==> config.mk <==
export PLATFORM = sky130hd
export DESIGN_NAME = bcs_charge_fsm
export DESIGN_NICKNAME = d
export VERILOG_FILES = /design/src/design/bcs_pkg.sv /design/src/design/bcs_charge_fsm.sv /design/src/design/bcs_sync.sv /design/src/design/bcs_timer.sv
export VERILOG_INCLUDE_DIRS = /design/src /design/src/design
export SDC_FILE = /design/constraint.sdc
export NUM_CORES = 1
export LEC_CHECK = 0
export BUFFER_PORTS_ARGS = -buffer_cell sky130_fd_sc_hd__buf_2
export CAP_MARGIN = 20
export CORE_MARGIN = 8
export CORE_UTILIZATION = 63
export DETAILED_ROUTE_END_ITERATION = 10
export GPL_ROUTABILITY_DRIVEN = 0
export HOLD_SLACK_MARGIN = 0.06
export PLACE_DENSITY_LB_ADDON = 0.12
export SLEW_MARGIN = 5
export SYNTH_ARGS = -nofsm -noshare
export SYNTH_HDL_FRONTEND = slang
export SYNTH_SLANG_ARGS = --single-unit
==> constraint.sdc <==
create_clock -name clk -period 3.99 [get_ports clk]
set_input_delay 0.5985 -clock clk [delete_from_list [all_inputs] [get_ports clk]]
set_output_delay 0.5985 -clock clk [all_outputs]
set_load 0.005 [all_outputs]
==> src/design/bcs_regs.svh <==
`ifndef BCS_REGS_SVH
`define BCS_REGS_SVH

// Base clock and prescaled tick
`define BCS_CLK_PERIOD_NS 32'd8
`define BCS_TICK_NS       32'd1000000

// Timer durations in milliseconds (one tick each)
`define BCS_PREQUAL_MS    32'd1800000
`define BCS_FASTCHG_MS    32'd21600000
`define BCS_TOPOFF_MS     32'd1800000
`define BCS_TERM_MS       32'd16

// Prescaler and timer counter widths
`define BCS_CNT_W         32

`endif

==> src/design/bcs_pkg.sv <==
`default_nettype none

package bcs_pkg;

   typedef enum logic [8:0] {
      BCS_IDLE = 9'h001,
      BCS_PRE  = 9'h002,
      BCS_TRK  = 9'h004,
      BCS_CC   = 9'h008,
      BCS_CV   = 9'h010,
      BCS_TOP  = 9'h020,
      BCS_DONE = 9'h040,
      BCS_TFLT = 9'h080,
      BCS_SHDN = 9'h100
   } bcs_state_t;

   typedef enum logic [1:0] {
      BCS_I_OFF  = 2'h0,
      BCS_I_PRE  = 2'h1,
      BCS_I_TRK  = 2'h2,
      BCS_I_FAST = 2'h3
   } bcs_current_t;

endpackage : bcs_pkg

`default_nettype wire

==> src/design/bcs_charge_fsm.sv <==
`default_nettype none
`include "bcs_regs.svh"

module bcs_charge_fsm
#(
   parameter logic [`BCS_CNT_W-1:0] PRESCALE_CYCLES =
      `BCS_TICK_NS / `BCS_CLK_PERIOD_NS,
   parameter logic [`BCS_CNT_W-1:0] PREQUAL_MS  = `BCS_PREQUAL_MS,
   parameter logic [`BCS_CNT_W-1:0] FASTCHG_MS  = `BCS_FASTCHG_MS,
   parameter logic [`BCS_CNT_W-1:0] TOPOFF_MS   = `BCS_TOPOFF_MS,
   parameter logic [`BCS_CNT_W-1:0] TERM_MS     = `BCS_TERM_MS
)
(
   input  wire logic                  clk,
   input  wire logic                  reset_n,
   input  wire logic                  ce,
   input  wire logic                  ironPhosphateStrap,
   input  wire logic                  sourceValidIn,
   input  wire logic                  timerSuspendIn,
   input  wire logic                  lockoutCurrentIn,
   input  wire logic                  belowInputRegIn,
   input  wire logic                  abovePrechargeIn,
   input  wire logic                  aboveTrickleIn,
   input  wire logic                  atBatteryRegIn,
   input  wire logic                  belowTopoffCurIn,
   input  wire logic                  belowRestartIn,
   input  wire logic                  overTempIn,
   output bcs_pkg::bcs_state_t        chargeState,
   output bcs_pkg::bcs_current_t      currentSel,
   output logic                       holdVoltage,
   output logic                       chargerOn,
   output logic                       inputSwitchOn,
   output logic                       batterySuppliesSys,
   output logic                       timerFault,
   output logic                       statOut,
   output logic                       statOe
);

   localparam int NSYNC = 11;
   logic [NSYNC-1:0]      syncIn;
   logic                  ironPhosphate;
   logic                  sourceValid;
   logic                  timerSuspend;
   logic                  lockoutCurrent;
   logic                  belowInputReg;
   logic                  abovePrecharge;
   logic                  aboveTrickle;
   logic                  atBatteryReg;
   logic                  belowTopoffCur;
   logic                  belowRestart;
   logic                  overTemp;
   bcs_pkg::bcs_state_t   state_q;
   bcs_pkg::bcs_state_t   state_d;
   logic                  inputOff_q;
   logic                  inputOff_d;
   logic                  inputOk;
   logic                  stateClear;
   logic                  termClear;
   logic [`BCS_CNT_W-1:0] stateMs;
   logic [`BCS_CNT_W-1:0] termMs;
   logic                  termDone;

   bcs_pkg::bcs_current_t currentSel_d;
   logic                  holdVoltage_d;
   logic                  chargerOn_d;
   logic                  statOe_d;

   // All comparator outputs are analog and asynchronous
   bcs_sync #(.WIDTH (NSYNC)) u_sync
   (
      .clk     (clk),
      .reset_n (reset_n),
      .ce      (ce),
      .asyncIn ({ironPhosphateStrap, sourceValidIn, timerSuspendIn,
                 lockoutCurrentIn, belowInputRegIn, abovePrechargeIn,
                 aboveTrickleIn, atBatteryRegIn, belowTopoffCurIn,
                 belowRestartIn, overTempIn}),
      .syncOut (syncIn)
   );

   assign {ironPhosphate, sourceValid, timerSuspend, lockoutCurrent,
           belowInputReg, abovePrecharge, aboveTrickle, atBatteryReg,
           belowTopoffCur, belowRestart, overTemp} = syncIn;

   // State timer, restarted on every transition and held in idle
   assign stateClear = (state_d != state_q)
                       || (state_q == bcs_pkg::BCS_IDLE);
   bcs_timer #(.PRESCALE (PRESCALE_CYCLES)) u_stateTimer
   (
      .clk      (clk),
      .reset_n  (reset_n),
      .ce       (ce),
      .clear    (stateClear),
      .elapsed  (stateMs)
   );

   // Termination deglitch: any rise above threshold restarts it
   assign termClear = (state_q != bcs_pkg::BCS_CV) || !belowTopoffCur;
   bcs_timer #(.PRESCALE (PRESCALE_CYCLES)) u_termTimer
   (
      .clk      (clk),
      .reset_n  (reset_n),
      .ce       (ce),
      .clear    (termClear),
      .elapsed  (termMs)
   );

   assign termDone = !termClear && (termMs >= TERM_MS);

   // Lockout latch stays until the source goes away
   always_comb
   begin
      inputOff_d = inputOff_q;
      if (lockoutCurrent && belowInputReg)
         inputOff_d = 1'b1;
      else if (!sourceValid)
         inputOff_d = 1'b0;
   end

   assign inputOk = sourceValid && !inputOff_q;
   always_ff @(posedge clk or negedge reset_n)
   begin
      if (!reset_n)
         inputOff_q <= 1'b0;
      else if (ce)
         inputOff_q <= inputOff_d;
   end

   // Shutdown first, then timer faults, then forced idle, then progression
   always_comb
   begin
      state_d = state_q;
      if (overTemp)
         state_d = bcs_pkg::BCS_SHDN;
      else if (state_q == bcs_pkg::BCS_SHDN)
         state_d = bcs_pkg::BCS_IDLE;
      else if (state_q == bcs_pkg::BCS_TFLT)
      begin
         // Suspend alone does not clear a fault
         if (!sourceValid)
            state_d = bcs_pkg::BCS_IDLE;
      end
      else if (!inputOk || timerSuspend)
         state_d = bcs_pkg::BCS_IDLE;
      else
      begin
         unique case (state_q)
            bcs_pkg::BCS_IDLE:
            begin
               // No lower voltage bound: a 0 V pack starts here too
               if (!abovePrecharge)
                  state_d = bcs_pkg::BCS_PRE;
               else if (!ironPhosphate && !aboveTrickle)
                  state_d = bcs_pkg::BCS_TRK;
               else if (atBatteryReg)
                  state_d = bcs_pkg::BCS_CV;
               else
                  state_d = bcs_pkg::BCS_CC;
            end
            bcs_pkg::BCS_PRE:
            begin
               if (stateMs >= PREQUAL_MS)
                  state_d = bcs_pkg::BCS_TFLT;
               else if (abovePrecharge && ironPhosphate)
                  state_d = bcs_pkg::BCS_CC;
               else if (abovePrecharge)
                  state_d = bcs_pkg::BCS_TRK;
            end
            bcs_pkg::BCS_TRK:
            begin
               if (stateMs >= PREQUAL_MS)
                  state_d = bcs_pkg::BCS_TFLT;
               else if (ironPhosphate)
                  state_d = bcs_pkg::BCS_CC;
               else if (!abovePrecharge)
                  state_d = bcs_pkg::BCS_PRE;
               else if (aboveTrickle)
                  state_d = bcs_pkg::BCS_CC;
            end
            bcs_pkg::BCS_CC:
            begin
               if (stateMs >= FASTCHG_MS)
                  state_d = bcs_pkg::BCS_TFLT;
               else if (atBatteryReg)
                  state_d = bcs_pkg::BCS_CV;
            end
            bcs_pkg::BCS_CV:
            begin
               if (stateMs >= FASTCHG_MS)
                  state_d = bcs_pkg::BCS_TFLT;
               else if (termDone)
                  state_d = bcs_pkg::BCS_TOP;
            end
            bcs_pkg::BCS_TOP:
            begin
               if (belowRestart)
                  state_d = bcs_pkg::BCS_CC;
               else if (stateMs >= TOPOFF_MS)
                  state_d = bcs_pkg::BCS_DONE;
            end
            bcs_pkg::BCS_DONE:
            begin
               if (belowRestart)
                  state_d = bcs_pkg::BCS_CC;
            end
            default:
               state_d = bcs_pkg::BCS_IDLE;
         endcase
      end
   end

   // Outputs decoded from the next state so they align with it
   always_comb
   begin
      currentSel_d  = bcs_pkg::BCS_I_OFF;
      holdVoltage_d = 1'b0;
      chargerOn_d   = 1'b0;
      statOe_d      = 1'b0;
      unique case (state_d)
         bcs_pkg::BCS_PRE:
            currentSel_d = bcs_pkg::BCS_I_PRE;
         bcs_pkg::BCS_TRK:
            currentSel_d = bcs_pkg::BCS_I_TRK;
         bcs_pkg::BCS_CC:
            currentSel_d = bcs_pkg::BCS_I_FAST;
         bcs_pkg::BCS_CV, bcs_pkg::BCS_TOP:
         begin
            currentSel_d  = bcs_pkg::BCS_I_FAST;
            holdVoltage_d = 1'b1;
         end
         default:
            currentSel_d = bcs_pkg::BCS_I_OFF;
      endcase
      if (currentSel_d != bcs_pkg::BCS_I_OFF)
      begin
         chargerOn_d = 1'b1;
         statOe_d    = 1'b1;
      end
   end

   always_ff @(posedge clk or negedge reset_n)
   begin
      if (!reset_n)
      begin
         state_q            <= bcs_pkg::BCS_IDLE;
         chargeState        <= bcs_pkg::BCS_IDLE;
         currentSel         <= bcs_pkg::BCS_I_OFF;
         holdVoltage        <= 1'b0;
         chargerOn          <= 1'b0;
         inputSwitchOn      <= 1'b0;
         batterySuppliesSys <= 1'b1;
         timerFault         <= 1'b0;
         statOut            <= 1'b0;
         statOe             <= 1'b0;
      end
      else if (ce)
      begin
         state_q            <= state_d;
         chargeState        <= state_d;
         currentSel         <= currentSel_d;
         holdVoltage        <= holdVoltage_d;
         chargerOn          <= chargerOn_d;
         inputSwitchOn      <= inputOk && !inputOff_d;
         batterySuppliesSys <= state_d == bcs_pkg::BCS_IDLE;
         timerFault         <= state_d == bcs_pkg::BCS_TFLT;
         statOut            <= 1'b0;
         statOe             <= statOe_d;
      end
   end
endmodule : bcs_charge_fsm

`default_nettype wire

==> src/design/bcs_sync.sv <==
`default_nettype none

module bcs_sync
#(
   parameter int WIDTH = 1
)
(
   input  wire logic             clk,
   input  wire logic             reset_n,
   input  wire logic             ce,
   input  wire logic [WIDTH-1:0] asyncIn,
   output logic      [WIDTH-1:0] syncOut
);

   logic [WIDTH-1:0] meta_q;
   logic [WIDTH-1:0] meta_d;
   logic [WIDTH-1:0] sync_d;

   always_comb
   begin
      meta_d = ce ? asyncIn : meta_q;
      sync_d = ce ? meta_q : syncOut;
   end

   always_ff @(posedge clk or negedge reset_n)
   begin
      if (!reset_n)
      begin
         meta_q  <= '0;
         syncOut <= '0;
      end
      else
      begin
         meta_q  <= meta_d;
         syncOut <= sync_d;
      end
   end

endmodule : bcs_sync

`default_nettype wire

==> src/design/bcs_timer.sv <==
`default_nettype none
`include "bcs_regs.svh"

// Millisecond timer: prescaler plus saturating tick counter
module bcs_timer
#(
   parameter logic [`BCS_CNT_W-1:0] PRESCALE = `BCS_TICK_NS / `BCS_CLK_PERIOD_NS
)
(
   input  wire logic                  clk,
   input  wire logic                  reset_n,
   input  wire logic                  ce,
   input  wire logic                  clear,
   output logic      [`BCS_CNT_W-1:0] elapsed
);

   logic [`BCS_CNT_W-1:0] pre_q;
   logic [`BCS_CNT_W-1:0] pre_d;
   logic [`BCS_CNT_W-1:0] elapsed_d;

   always_comb
   begin
      pre_d     = pre_q;
      elapsed_d = elapsed;
      if (clear)
      begin
         pre_d     = '0;
         elapsed_d = '0;
      end
      else if (pre_q >= PRESCALE - 1'b1)
      begin
         pre_d = '0;
         // Saturate so a stuck state never wraps past its limit
         if (elapsed != '1)
            elapsed_d = elapsed + 1'b1;
      end
      else
         pre_d = pre_q + 1'b1;
   end

   always_ff @(posedge clk or negedge reset_n)
   begin
      if (!reset_n)
      begin
         pre_q   <= '0;
         elapsed <= '0;
      end
      else if (ce)
      begin
         pre_q   <= pre_d;
         elapsed <= elapsed_d;
      end
   end

endmodule : bcs_timer

`default_nettype wire

# Word level (Yosys, flattened, before mapping)
# Index checks and enable logic that the tools add are counted.
# Widths: inputs -> output; s select.
dict set report classes {
  n_addsub 4
  magnitude_cmp 5
  n_eq_ne 20
  muxes 38
  n_reduce_logical 25
}
# operator n
set op_table {}
lappend op_table {{$mux 32} 10}
lappend op_table {{$mux 9} 19}
lappend op_table {{$add 32x1->32 const B} 4}
lappend op_table {{$ge 32x17->1 const B} 2}
lappend op_table {{$ne 32x32->1 const B} 2}
lappend op_table {{$pmux 9 s7} 1}
lappend op_table {{$ge 32x21->1 const B} 1}
lappend op_table {{$ge 32x25->1 const B} 1}
lappend op_table {{$ge 32x5->1 const B} 1}
lappend op_table {{$eq 9x1->1 const B} 2}
lappend op_table {{$eq 9x2->1 const B} 2}
lappend op_table {{$eq 9x3->1 const B} 2}
lappend op_table {{$eq 9x4->1 const B} 2}
lappend op_table {{$eq 9x5->1 const B} 2}
lappend op_table {{$eq 9x6->1 const B} 2}
lappend op_table {{$eq 9x8->1 const B} 2}
lappend op_table {{$mux 5} 3}
lappend op_table {{$reduce_bool 2->1} 5}
lappend op_table {{$eq 9x7->1 const B} 1}
lappend op_table {{$eq 9x9->1 const B} 1}
lappend op_table {{$ne 9x5->1 const B} 1}
lappend op_table {{$ne 9x9->1} 1}
lappend op_table {{$logic_not 1->1} 7}
lappend op_table {{$logic_and 1x1->1} 6}
lappend op_table {{other kinds (6)} 12}
dict set report word_totals {
  register_bits 167
  elab_cells 106
}

# Logic depth before layout (Yosys ltp)
# Gate-level depths: netlist (run 1).
dict set report depth {
  word_depth 16
  mapped_depth 13
  mapped_depth_nobuf 10
}

# Hierarchy
# A second synthesis (run 1) with hierarchy kept.
dict set report hier_totals {
  cells_unflattened 1041
  hier_area_um2 9813.2
}
# module instances cells_per_inst area_per_inst_um2
set modules_own_cells {}
lappend modules_own_cells {{bcs_timer (u_termTimer)} 1 381 3627.2}
lappend modules_own_cells {{bcs_timer (u_stateTimer)} 1 389 3544.6}
lappend modules_own_cells {bcs_charge_fsm 1 225 1820.5}
lappend modules_own_cells {bcs_sync 1 46 820.8}

# Least setup slack after synthesis (run 1)
# No wires, ideal clock.
dict set report synth_timing {
  path_kind {flip-flop to flip-flop}
  startpoint {register state_q[0]}
  endpoint {register u_stateTimer.pre_q[11]}
  t_arrival_ns 3.080
  setup_slack_ns 0.827
  stages_incl_launch_ff 14
  path_buffers 4
  synth_period_minus_slack_ns 3.163
  cell_sequence {dfstp_2 > clkbuf_1 > nor3_1 > and4_1 > clkbuf_1 > or3_1 > o21ai_1 > nand2_1 > o21bai_1 > a221oi_2 > buf_2 > buf_4 > o211ai_1 > o21ai_0}
}
dict set report synth_via {
  elab_chain_len 14
}
# element line_no
set synth_lines {}
lappend synth_lines {{from (decl)} bcs_charge_fsm.sv:52} ;# bcs_pkg::bcs_state_t state_q;
lappend synth_lines {{from (signal assigned)} bcs_charge_fsm.sv:245} ;# state_q <= bcs_pkg::BCS_IDLE;
lappend synth_lines {{from (signal assigned)} bcs_charge_fsm.sv:258} ;# state_q <= state_d;
lappend synth_lines {{$ne 9x5->1} bcs_charge_fsm.sv:98} ;# assign termClear = (state_q != bcs_pkg::BCS_CV) || !belowTopoffCur;
lappend synth_lines {{$logic_or 1x1->1} bcs_charge_fsm.sv:98}
lappend synth_lines {{$logic_not 1->1} bcs_charge_fsm.sv:108} ;# assign termDone = !termClear && (termMs >= TERM_MS);
lappend synth_lines {{$logic_and 1x1->1} bcs_charge_fsm.sv:108}
lappend synth_lines {{$mux 9} bcs_charge_fsm.sv:191} ;# else if (termDone)
lappend synth_lines {{$mux 9} bcs_charge_fsm.sv:189} ;# if (stateMs >= FASTCHG_MS)
lappend synth_lines {{$pmux 9 s7} bcs_charge_fsm.sv:147} ;# unique case (state_q)
lappend synth_lines {{$mux 9} bcs_charge_fsm.sv:143} ;# else if (!inputOk || timerSuspend)
lappend synth_lines {{$mux 9} bcs_charge_fsm.sv:137} ;# else if (state_q == bcs_pkg::BCS_TFLT)
lappend synth_lines {{$mux 9} bcs_charge_fsm.sv:135} ;# else if (state_q == bcs_pkg::BCS_SHDN)
lappend synth_lines {{$mux 9} bcs_charge_fsm.sv:133} ;# if (overTemp)
lappend synth_lines {{$ne 9x9->1} bcs_charge_fsm.sv:86} ;# assign stateClear = (state_d != state_q)
lappend synth_lines {{$logic_or 1x1->1 *} bcs_charge_fsm.sv:87} ;# || (state_q == bcs_pkg::BCS_IDLE);
lappend synth_lines {{$mux 32 *} bcs_timer.sv:25} ;# if (clear)
lappend synth_lines {{to (signal assigned)} bcs_timer.sv:50} ;# pre_q <= pre_d;
lappend synth_lines {{to (decl)} bcs_timer.sv:17} ;# logic [`BCS_CNT_W-1:0] pre_q;
# Every way passes the cells marked *; elsewhere a longest branch is shown, timed or not.
# A chain may end at the register's enable or synchronous reset.

# Worst setup path after layout (run 1)
dict set report layout_timing {
  startpoint {register state_q[2]}
  endpoint {register u_stateTimer.elapsed[27]}
}
dict set report layout_via {
  elab_chain_len 15
}
# element line_no
set layout_lines {}
lappend layout_lines {{$ne 9x5->1} bcs_charge_fsm.sv:98}
lappend layout_lines {{$logic_or 1x1->1} bcs_charge_fsm.sv:98}
lappend layout_lines {{$logic_not 1->1} bcs_charge_fsm.sv:108}
lappend layout_lines {{$logic_and 1x1->1} bcs_charge_fsm.sv:108}
lappend layout_lines {{$mux 9} bcs_charge_fsm.sv:191}
lappend layout_lines {{$mux 9} bcs_charge_fsm.sv:189}
lappend layout_lines {{$pmux 9 s7} bcs_charge_fsm.sv:147}
lappend layout_lines {{$mux 9} bcs_charge_fsm.sv:143}
lappend layout_lines {{$mux 9} bcs_charge_fsm.sv:137}
lappend layout_lines {{$mux 9} bcs_charge_fsm.sv:135}
lappend layout_lines {{$mux 9} bcs_charge_fsm.sv:133}
lappend layout_lines {{$ne 9x9->1} bcs_charge_fsm.sv:86}
lappend layout_lines {{$logic_or 1x1->1 *} bcs_charge_fsm.sv:87}
lappend layout_lines {{$reduce_bool 2->1 (no line)} -}
lappend layout_lines {{$reduce_and 3->1 (no line)} -}
lappend layout_lines {{to (signal assigned)} bcs_timer.sv:51} ;# elapsed <= elapsed_d;
lappend layout_lines {{to (decl)} bcs_timer.sv:14} ;# output logic [`BCS_CNT_W-1:0] elapsed
# Marks and branches as above.

==> flow_metrics.py, run 1 <==
metrics = {
    "sta": {
        "min_period_ns": 3.67,
        "relSlewSlack_pct": 29.9,
        "setup_viol": 0,
        "fin_worst_skew_ns": 0.00676,
        "drv_slew": 0,
        "rsz0062_at_grt": "no",
        "fin_crit_sh_pct": 92.1,
        "worst_pin_slew_ns": 1.05,
        "timing.fmax_mhz": 272,
        "tns_ns": 0,
        "finalHoldViolations": 0,
    },
    "setup_path": {
        "path_common_cell": "nor2_1",
        "criticalPathCategory": "reg -> reg",
        "cpLargestDelayFamily": "simple AND/OR/NAND/NOR gates",
        "crit_chain": "nor2_1 -> and4_1 -> a311o_1 -> nand3_1 -> a2bb2oi_4 -> nand2_2 -> a31oi_4 -> buf_4 -> nor2_1",
        "worstPathRequired_ns": 4.30,
        "cp-end-kind": "flop",
        "cp.arrival_ns": 3.98,
        "worstPathMaxFanout": 35,
        "cp_slowest_cell": "a2bb2oi_4",
        "critPathMaxStageDelay_ns": 0.90,
        "cp_num_buf_inv": 1,
        "start_kind": "flop",
    },
    "cts": {
        "cts_buffers": 17,
        "cts_tree": "yes",
        "htreeDepth": 4,
        "clock_latency_ns": 0.43,
        "clockBufferDepth": 2,
        "cts.sinks": 167,
        "root_buffer": "clkbuf_16",
        "path_clk_slew_ns": 0.06,
    },
    "cells_and_area": {
        "syn_to_final_growth_pct": 10.7,
        "final_nets": 1039,
        "antenna_cells": 0,
        "drive_gt1_share_pct": 13.0,
        "fin_cells": 1216,
    },
    "global_routing": {
        "first_global_vias": 7242,
        "antenna_found_initial": 0,
        "grt_max_degree": 98,
        "grt_use_total_pct": 22.9,
        "grt_overflow_total": 0,
        "grt_pass1_wl_um": 34900,
    },
    "placement": {
        "port_buffers": 30,
        "dp.cells": 1184,
        "hpwlAfterDp_um": 13300,
    },
    "yosys": {
        "synth_warnings": 0,
        "synth.top_cell.area_share_pct": 44.7,
        "syn_nets": 1024,
        "synth.cell_area_mm2": 0.00923,
        "yosysSeqAreaShare_pct": 45.3,
        "synth-seq-cells": 167,
        "yosys-top-cells-count": "dfrtp_1 (165), nor2_1 (123), nand2_1 (76)",
        "synth_most_common_cell": "dfrtp_1",
        "synth_top_area_cell": "dfrtp_1",
        "yosysUniqueCellTypes": 73,
        "synth_ff_type": "dfrtp_1",
        "avgSynthCellArea_um2": 9.19,
        "synthCells": 1004,
        "synth_edf_count": 0,
        "async_flop_share_pct": 100,
        "synth_area_leaders": "dfrtp_1 (45%), nor2_1 (5.0%), mux2_2 (3.2%)",
    },
    "floorplanning": {
        "ios": 32,
        "core_area_mm2": 0.0144,
        "row_count": 44,
        "dieArea_mm2": 0.0188,
        "initial_utilization_pct": 64.0,
        "die_w_um": 137,
        "die_y_um": 137,
    },
    "drt": {
        "via_per_inst": 6.31,
        "wl_per_cell_um": 16.9,
        "wl_um": 20500,
        "drc": 0,
        "firstDrtPassIters": 5,
        "drt_iter0_markers": 683,
        "num_vias": 7675,
        "ant_nets": 0,
    },
    "run": {
        "cap_violations": 0,
    },
    "power": {
        "power.density_mw_per_mm2": 380,
        "p_leak_uw": 0.00428,
        "peakVddDrop_mv": 0.316,
    },
    "status": {
        "status": "finished clean",
    },
    "hold_path": {
        "hold_path.class": "in -> async",
    },
}
## repair_timing
| item | 4_1_cts | 5_1_grt |
|---|---|---|
| endpoints found under the setup margin | 0 | 1 |
| hold buffers | 0 | 0 |
| buffers inserted | 0 | 0 |
| resized for setup | 0 | 1 |
## worst reg2reg max path, cell delays in order, from the launching register on
cell	delay, ns
dfrtp_1	0.51
nor2_1	0.46
and4_1	0.44
a311o_1	0.21
nand3_1	0.23
a2bb2oi_4	0.90
nand2_2	0.19
a31oi_4	0.18
buf_4	0.32
nor2_1	0.11
## layer usage
metal	global-route usage, %	vias to the layer above	routed length [um]
met5	0	-	0
li1	-	3682	-
met4	7.85	0	402
met2	36.5	234	9670
met1	30.2	3715	9440
met3	5.10	44	987
## final timing paths
check / slack [ns] / endpoint / startpoint / cells after the start
worst max-delay path: 0.32 / u_stateTimer.elapsed[27] / state_q[2] / 9
worst min-delay path: 0.15 / u_sync.meta_q[7] / reset_n / 1
worst max register to register: 0.32 / u_stateTimer.elapsed[27] / state_q[2] / 9
worst min register to register: 0.48 / batterySuppliesSys / batterySuppliesSys / 1
max in group asynchronous: 2.88 / u_termTimer.pre_q[21] / reset_n / 2
min in group clk: 0.39 / u_sync.meta_q[3] / atBatteryRegIn / 2
## final cells by class
cell class                 count  area, um2
inverter                      44        165
sequential                   167       4180
multi-input combinational    740       4650
tap                          184        230
timing repair buffer          49        327
clock buffer                  23        498
clock inverter                 9        163
fill                        1116       4210
## sequential cells by signal, indices dropped and copies added (netlist names)
| name | count |
|---|---|
| batterySuppliesSys | 1 |
| currentSel | 2 |
| holdVoltage | 1 |
| inputOff_q | 1 |
| inputSwitchOn | 1 |
| statOe | 1 |
| state_q | 9 |
| timerFault | 1 |
| u_stateTimer.elapsed | 32 |
| u_stateTimer.pre_q | 32 |
| u_sync.meta_q | 11 |
| u_sync.syncOut | 11 |
| u_termTimer.elapsed | 32 |
| u_termTimer.pre_q | 32 |
## kinds of logic (layout without fill, tap and decap cells)
family	Yosys count	count (layout)	synth area share, %
AOI/OAI and AO/OA	197	197	15.5
xor gates and xnor gates	60	60	5.69
adders and majority gates	6	6	0.813
buffers and inverters	97	125	4.46
DFF	167	167	45.3
muxes	29	29	3.50
other	1	1	0.0406
and+or+nand+nor	447	447	24.7
## metrics by stage
step	hold WS [ns]	area [um2]	power, uW	setup WS (ns)	util (%)
after floorplan	0.303	9230	1980	0.827	-
after global placement	0.469	9550	2080	0.453	66.2
after detailed placement	0.472	9550	2090	0.353	66.2
after CTS	0.181	10200	3900	0.333	70.8
after global routing	0.195	10200	4020	0.0267	70.8
final	0.151	10200	3880	0.317	70.8
## where the power goes
part / internal [uW] / switching, uW / total [uW] / leakage (uW)
Combinational: 100 / 178 / 278 / 0.00169
Sequential: 1740 / 46.0 / 1780 / 0.00227
Clock: 1140 / 680 / 1820 / 0.000320
## cell usage in the layout (no fill, tap or decap), drive strengths merged, types with 26 or more instances in the layout
cell   synthesis  routed
dfrtp        165     165
nand3         51      51
a21oi         37      37
inv           44      45
o21ai         54      54
buf           21      49
and3          30      30
xnor2         32      32
nor4          31      31
nor2         123     123
mux2          26      26
nand2         77      77
nand4         33      33
nor3          27      27
xor2          28      28
Power figures use the tool's default switching activity.
==> inputs of run 2 (changes only) <==
--- a/config.mk
+++ b/config.mk
@@ -8,6 +8,7 @@
 export LEC_CHECK = 0
 export BUFFER_PORTS_ARGS = -buffer_cell sky130_fd_sc_hd__buf_2
 export CAP_MARGIN = 20
+export CORE_ASPECT_RATIO = 0.8
 export CORE_MARGIN = 8
 export CORE_UTILIZATION = 63
 export DETAILED_ROUTE_END_ITERATION = 10
==> flow_metrics.py, run 2 (synthesis results as in run 1) <==
metrics = {
    "power": {
        "power.density_mw_per_mm2": 361,
        "peakVddDrop_mv": 0.419,
        "power.total_uw": 3680,
        "p_switching_uw": 950,
        "seqPwrFrac_pct": 48.4,
        "p_comb_share_pct": 7.7,
        "p_leak_uw": 0.00425,
        "power_frac_clock_pct": 43.9,
        "p_sw_share_pct": 25.8,
        "intPower_uw": 2730,
    },
    "setup_path": {
        "reg2reg_from": "u_stateTimer.elapsed[25]",
        "worstPathRequired_ns": 4.30,
        "critPathLaunch": "u_stateTimer.elapsed[25]",
        "worstPathMaxFanout": 18,
        "start_kind": "flop",
        "cp-end-kind": "flop",
        "criticalPathCategory": "reg -> reg",
        "cp.arrival_ns": 4.05,
        "rrSetupSlack_ns": 0.24,
    },
    "cts": {
        "root_buffer": "clkbuf_16",
        "cts_resized": 0,
        "htreeDepth": 4,
        "path_clk_slew_ns": 0.07,
        "cts.sinks": 167,
        "cts_buffers": 17,
        "clockBufferDepth": 2,
        "cts_tree": "yes",
        "cts-hold-fix-buffers": 0,
        "clock_latency_ns": 0.43,
        "post_cts_buffers": 0,
    },
    "cells_and_area": {
        "fillers": 1090,
        "mostFrequentLayoutCell": "dfrtp_1",
        "antenna_cells": 0,
        "syn_to_final_growth_pct": 10.5,
        "drive_gt1_share_pct": 13.3,
        "layout_common_cells": "dfrtp_1 (165), nor2_1 (123), nand2_1 (76)",
        "final_nets": 1043,
    },
    "placement": {
        "hpwlAfterDp_um": 14100,
        "port_buffers": 30,
    },
    "sta": {
        "worst_pin_slew_ns": 0.900,
        "setup_viol": 0,
        "timing.fmax_mhz": 267,
        "tns_ns": 0,
        "fin_worst_skew_ns": 0.0105,
        "fin_crit_sh_pct": 93.9,
        "finalHoldViolations": 0,
        "rsz0062_at_grt": "no",
        "min_period_ns": 3.75,
        "drv_slew": 0,
        "relSlewSlack_pct": 39.1,
    },
    "global_routing": {
        "grt.met1_usage_pct": 35.1,
        "met3_usage_pct": 4.94,
        "top_usage_layer": "met1",
        "grt_overflow_total": 0,
        "grt_use_total_pct": 22.8,
        "first_global_vias": 7023,
        "grt_max_degree": 95,
        "grtUsageMet2_pct": 31.3,
        "grt_pass1_wl_um": 35500,
        "antenna_found_initial": 0,
    },
    "drt": {
        "via_per_inst": 6.30,
        "wl_per_cell_um": 17.1,
        "num_vias": 7692,
        "ant_nets": 0,
        "drc": 0,
        "wl_um": 20900,
        "drt_iter0_markers": 701,
        "firstDrtPassIters": 7,
    },
    "floorplanning": {
        "initial_utilization_pct": 64.5,
        "core_area_mm2": 0.0143,
        "row_count": 39,
        "die_w_um": 151,
        "ios": 32,
        "dieArea_mm2": 0.0188,
        "die_y_um": 124,
    },
    "run": {
        "cap_violations": 0,
    },
    "status": {
        "status": "finished clean",
    },
    "hold_path": {
        "hold_path.class": "in -> async",
    },
}
run 2: changes by cell type in the layout (fill, tap and decap cells not counted), moves of 2 or more:
cell        change
buf_12          +2
buf_4           +2
bufinv_16       -3
clkbuf_8        -4
clkinvlp_4      +5
inv_8           +2
run 2: cell type report:
cell class | count | area (um2) | area share [%]
tap | 184 | 230 | 2.26
sequential | 167 | 4180 | 41.0
clock buffer | 18 | 439 | 4.31
timing repair buffer | 53 | 382 | 3.74
multi-input combinational | 740 | 4660 | 45.7
inverter | 44 | 165 | 1.62
clock inverter | 14 | 141 | 1.39
run 2: worst max-delay path: stages (launching register included):
cell and delay (ns):
dfrtp_1 0.43, or4_1 0.56, nor4_2 0.24, o2111ai_1 0.32, or4b_1 0.61, a211o_1 0.40, a2bb2oi_4 0.28, nand2_2 0.16
nand4_1 0.24, o41ai_1 0.38
run 2: final timing paths:
kind,endpoint,cells past startpoint
min,u_sync.meta_q[8],1
max,u_stateTimer.elapsed[6],9
min in group clk,u_sync.meta_q[8],2
max in group asynchronous,u_stateTimer.pre_q[20],2
max reg2reg,u_stateTimer.elapsed[6],9
min reg2reg,batterySuppliesSys,1
run 2: per-layer routing:
metal,routed length [um],vias up
met5,0,-
li1,-,3678
met1,10200,3689
met3,1400,23
met2,9040,302
met4,258,0
run 2: power by group through the flow:
stage / Combinational [uW] / Clock (uW) / Sequential [uW]
CTS: 284 / 1640 / 1780
detailed placement: 282 / 0 / 1810
global route: 313 / 1710 / 1790
floorplan: 190 / 0 / 1790
finish: 284 / 1620 / 1780
global placement: 278 / 0 / 1810
run 2: through the flow:
stage / hold WS (ns) / setup WS, ns / std cells / util [%] / area, um2
finish: 0.172 / 0.244 / 1220 / 71.3 / 10200
global route: 0.224 / 0.00532 / 1220 / 71.3 / 10200
global placement: 0.478 / 0.517 / 1188 / 67.2 / 9610
floorplan: 0.303 / 0.827 / 1004 / - / 9230
CTS: 0.197 / 0.276 / 1220 / 71.2 / 10200
detailed placement: 0.477 / 0.328 / 1188 / 67.2 / 9610
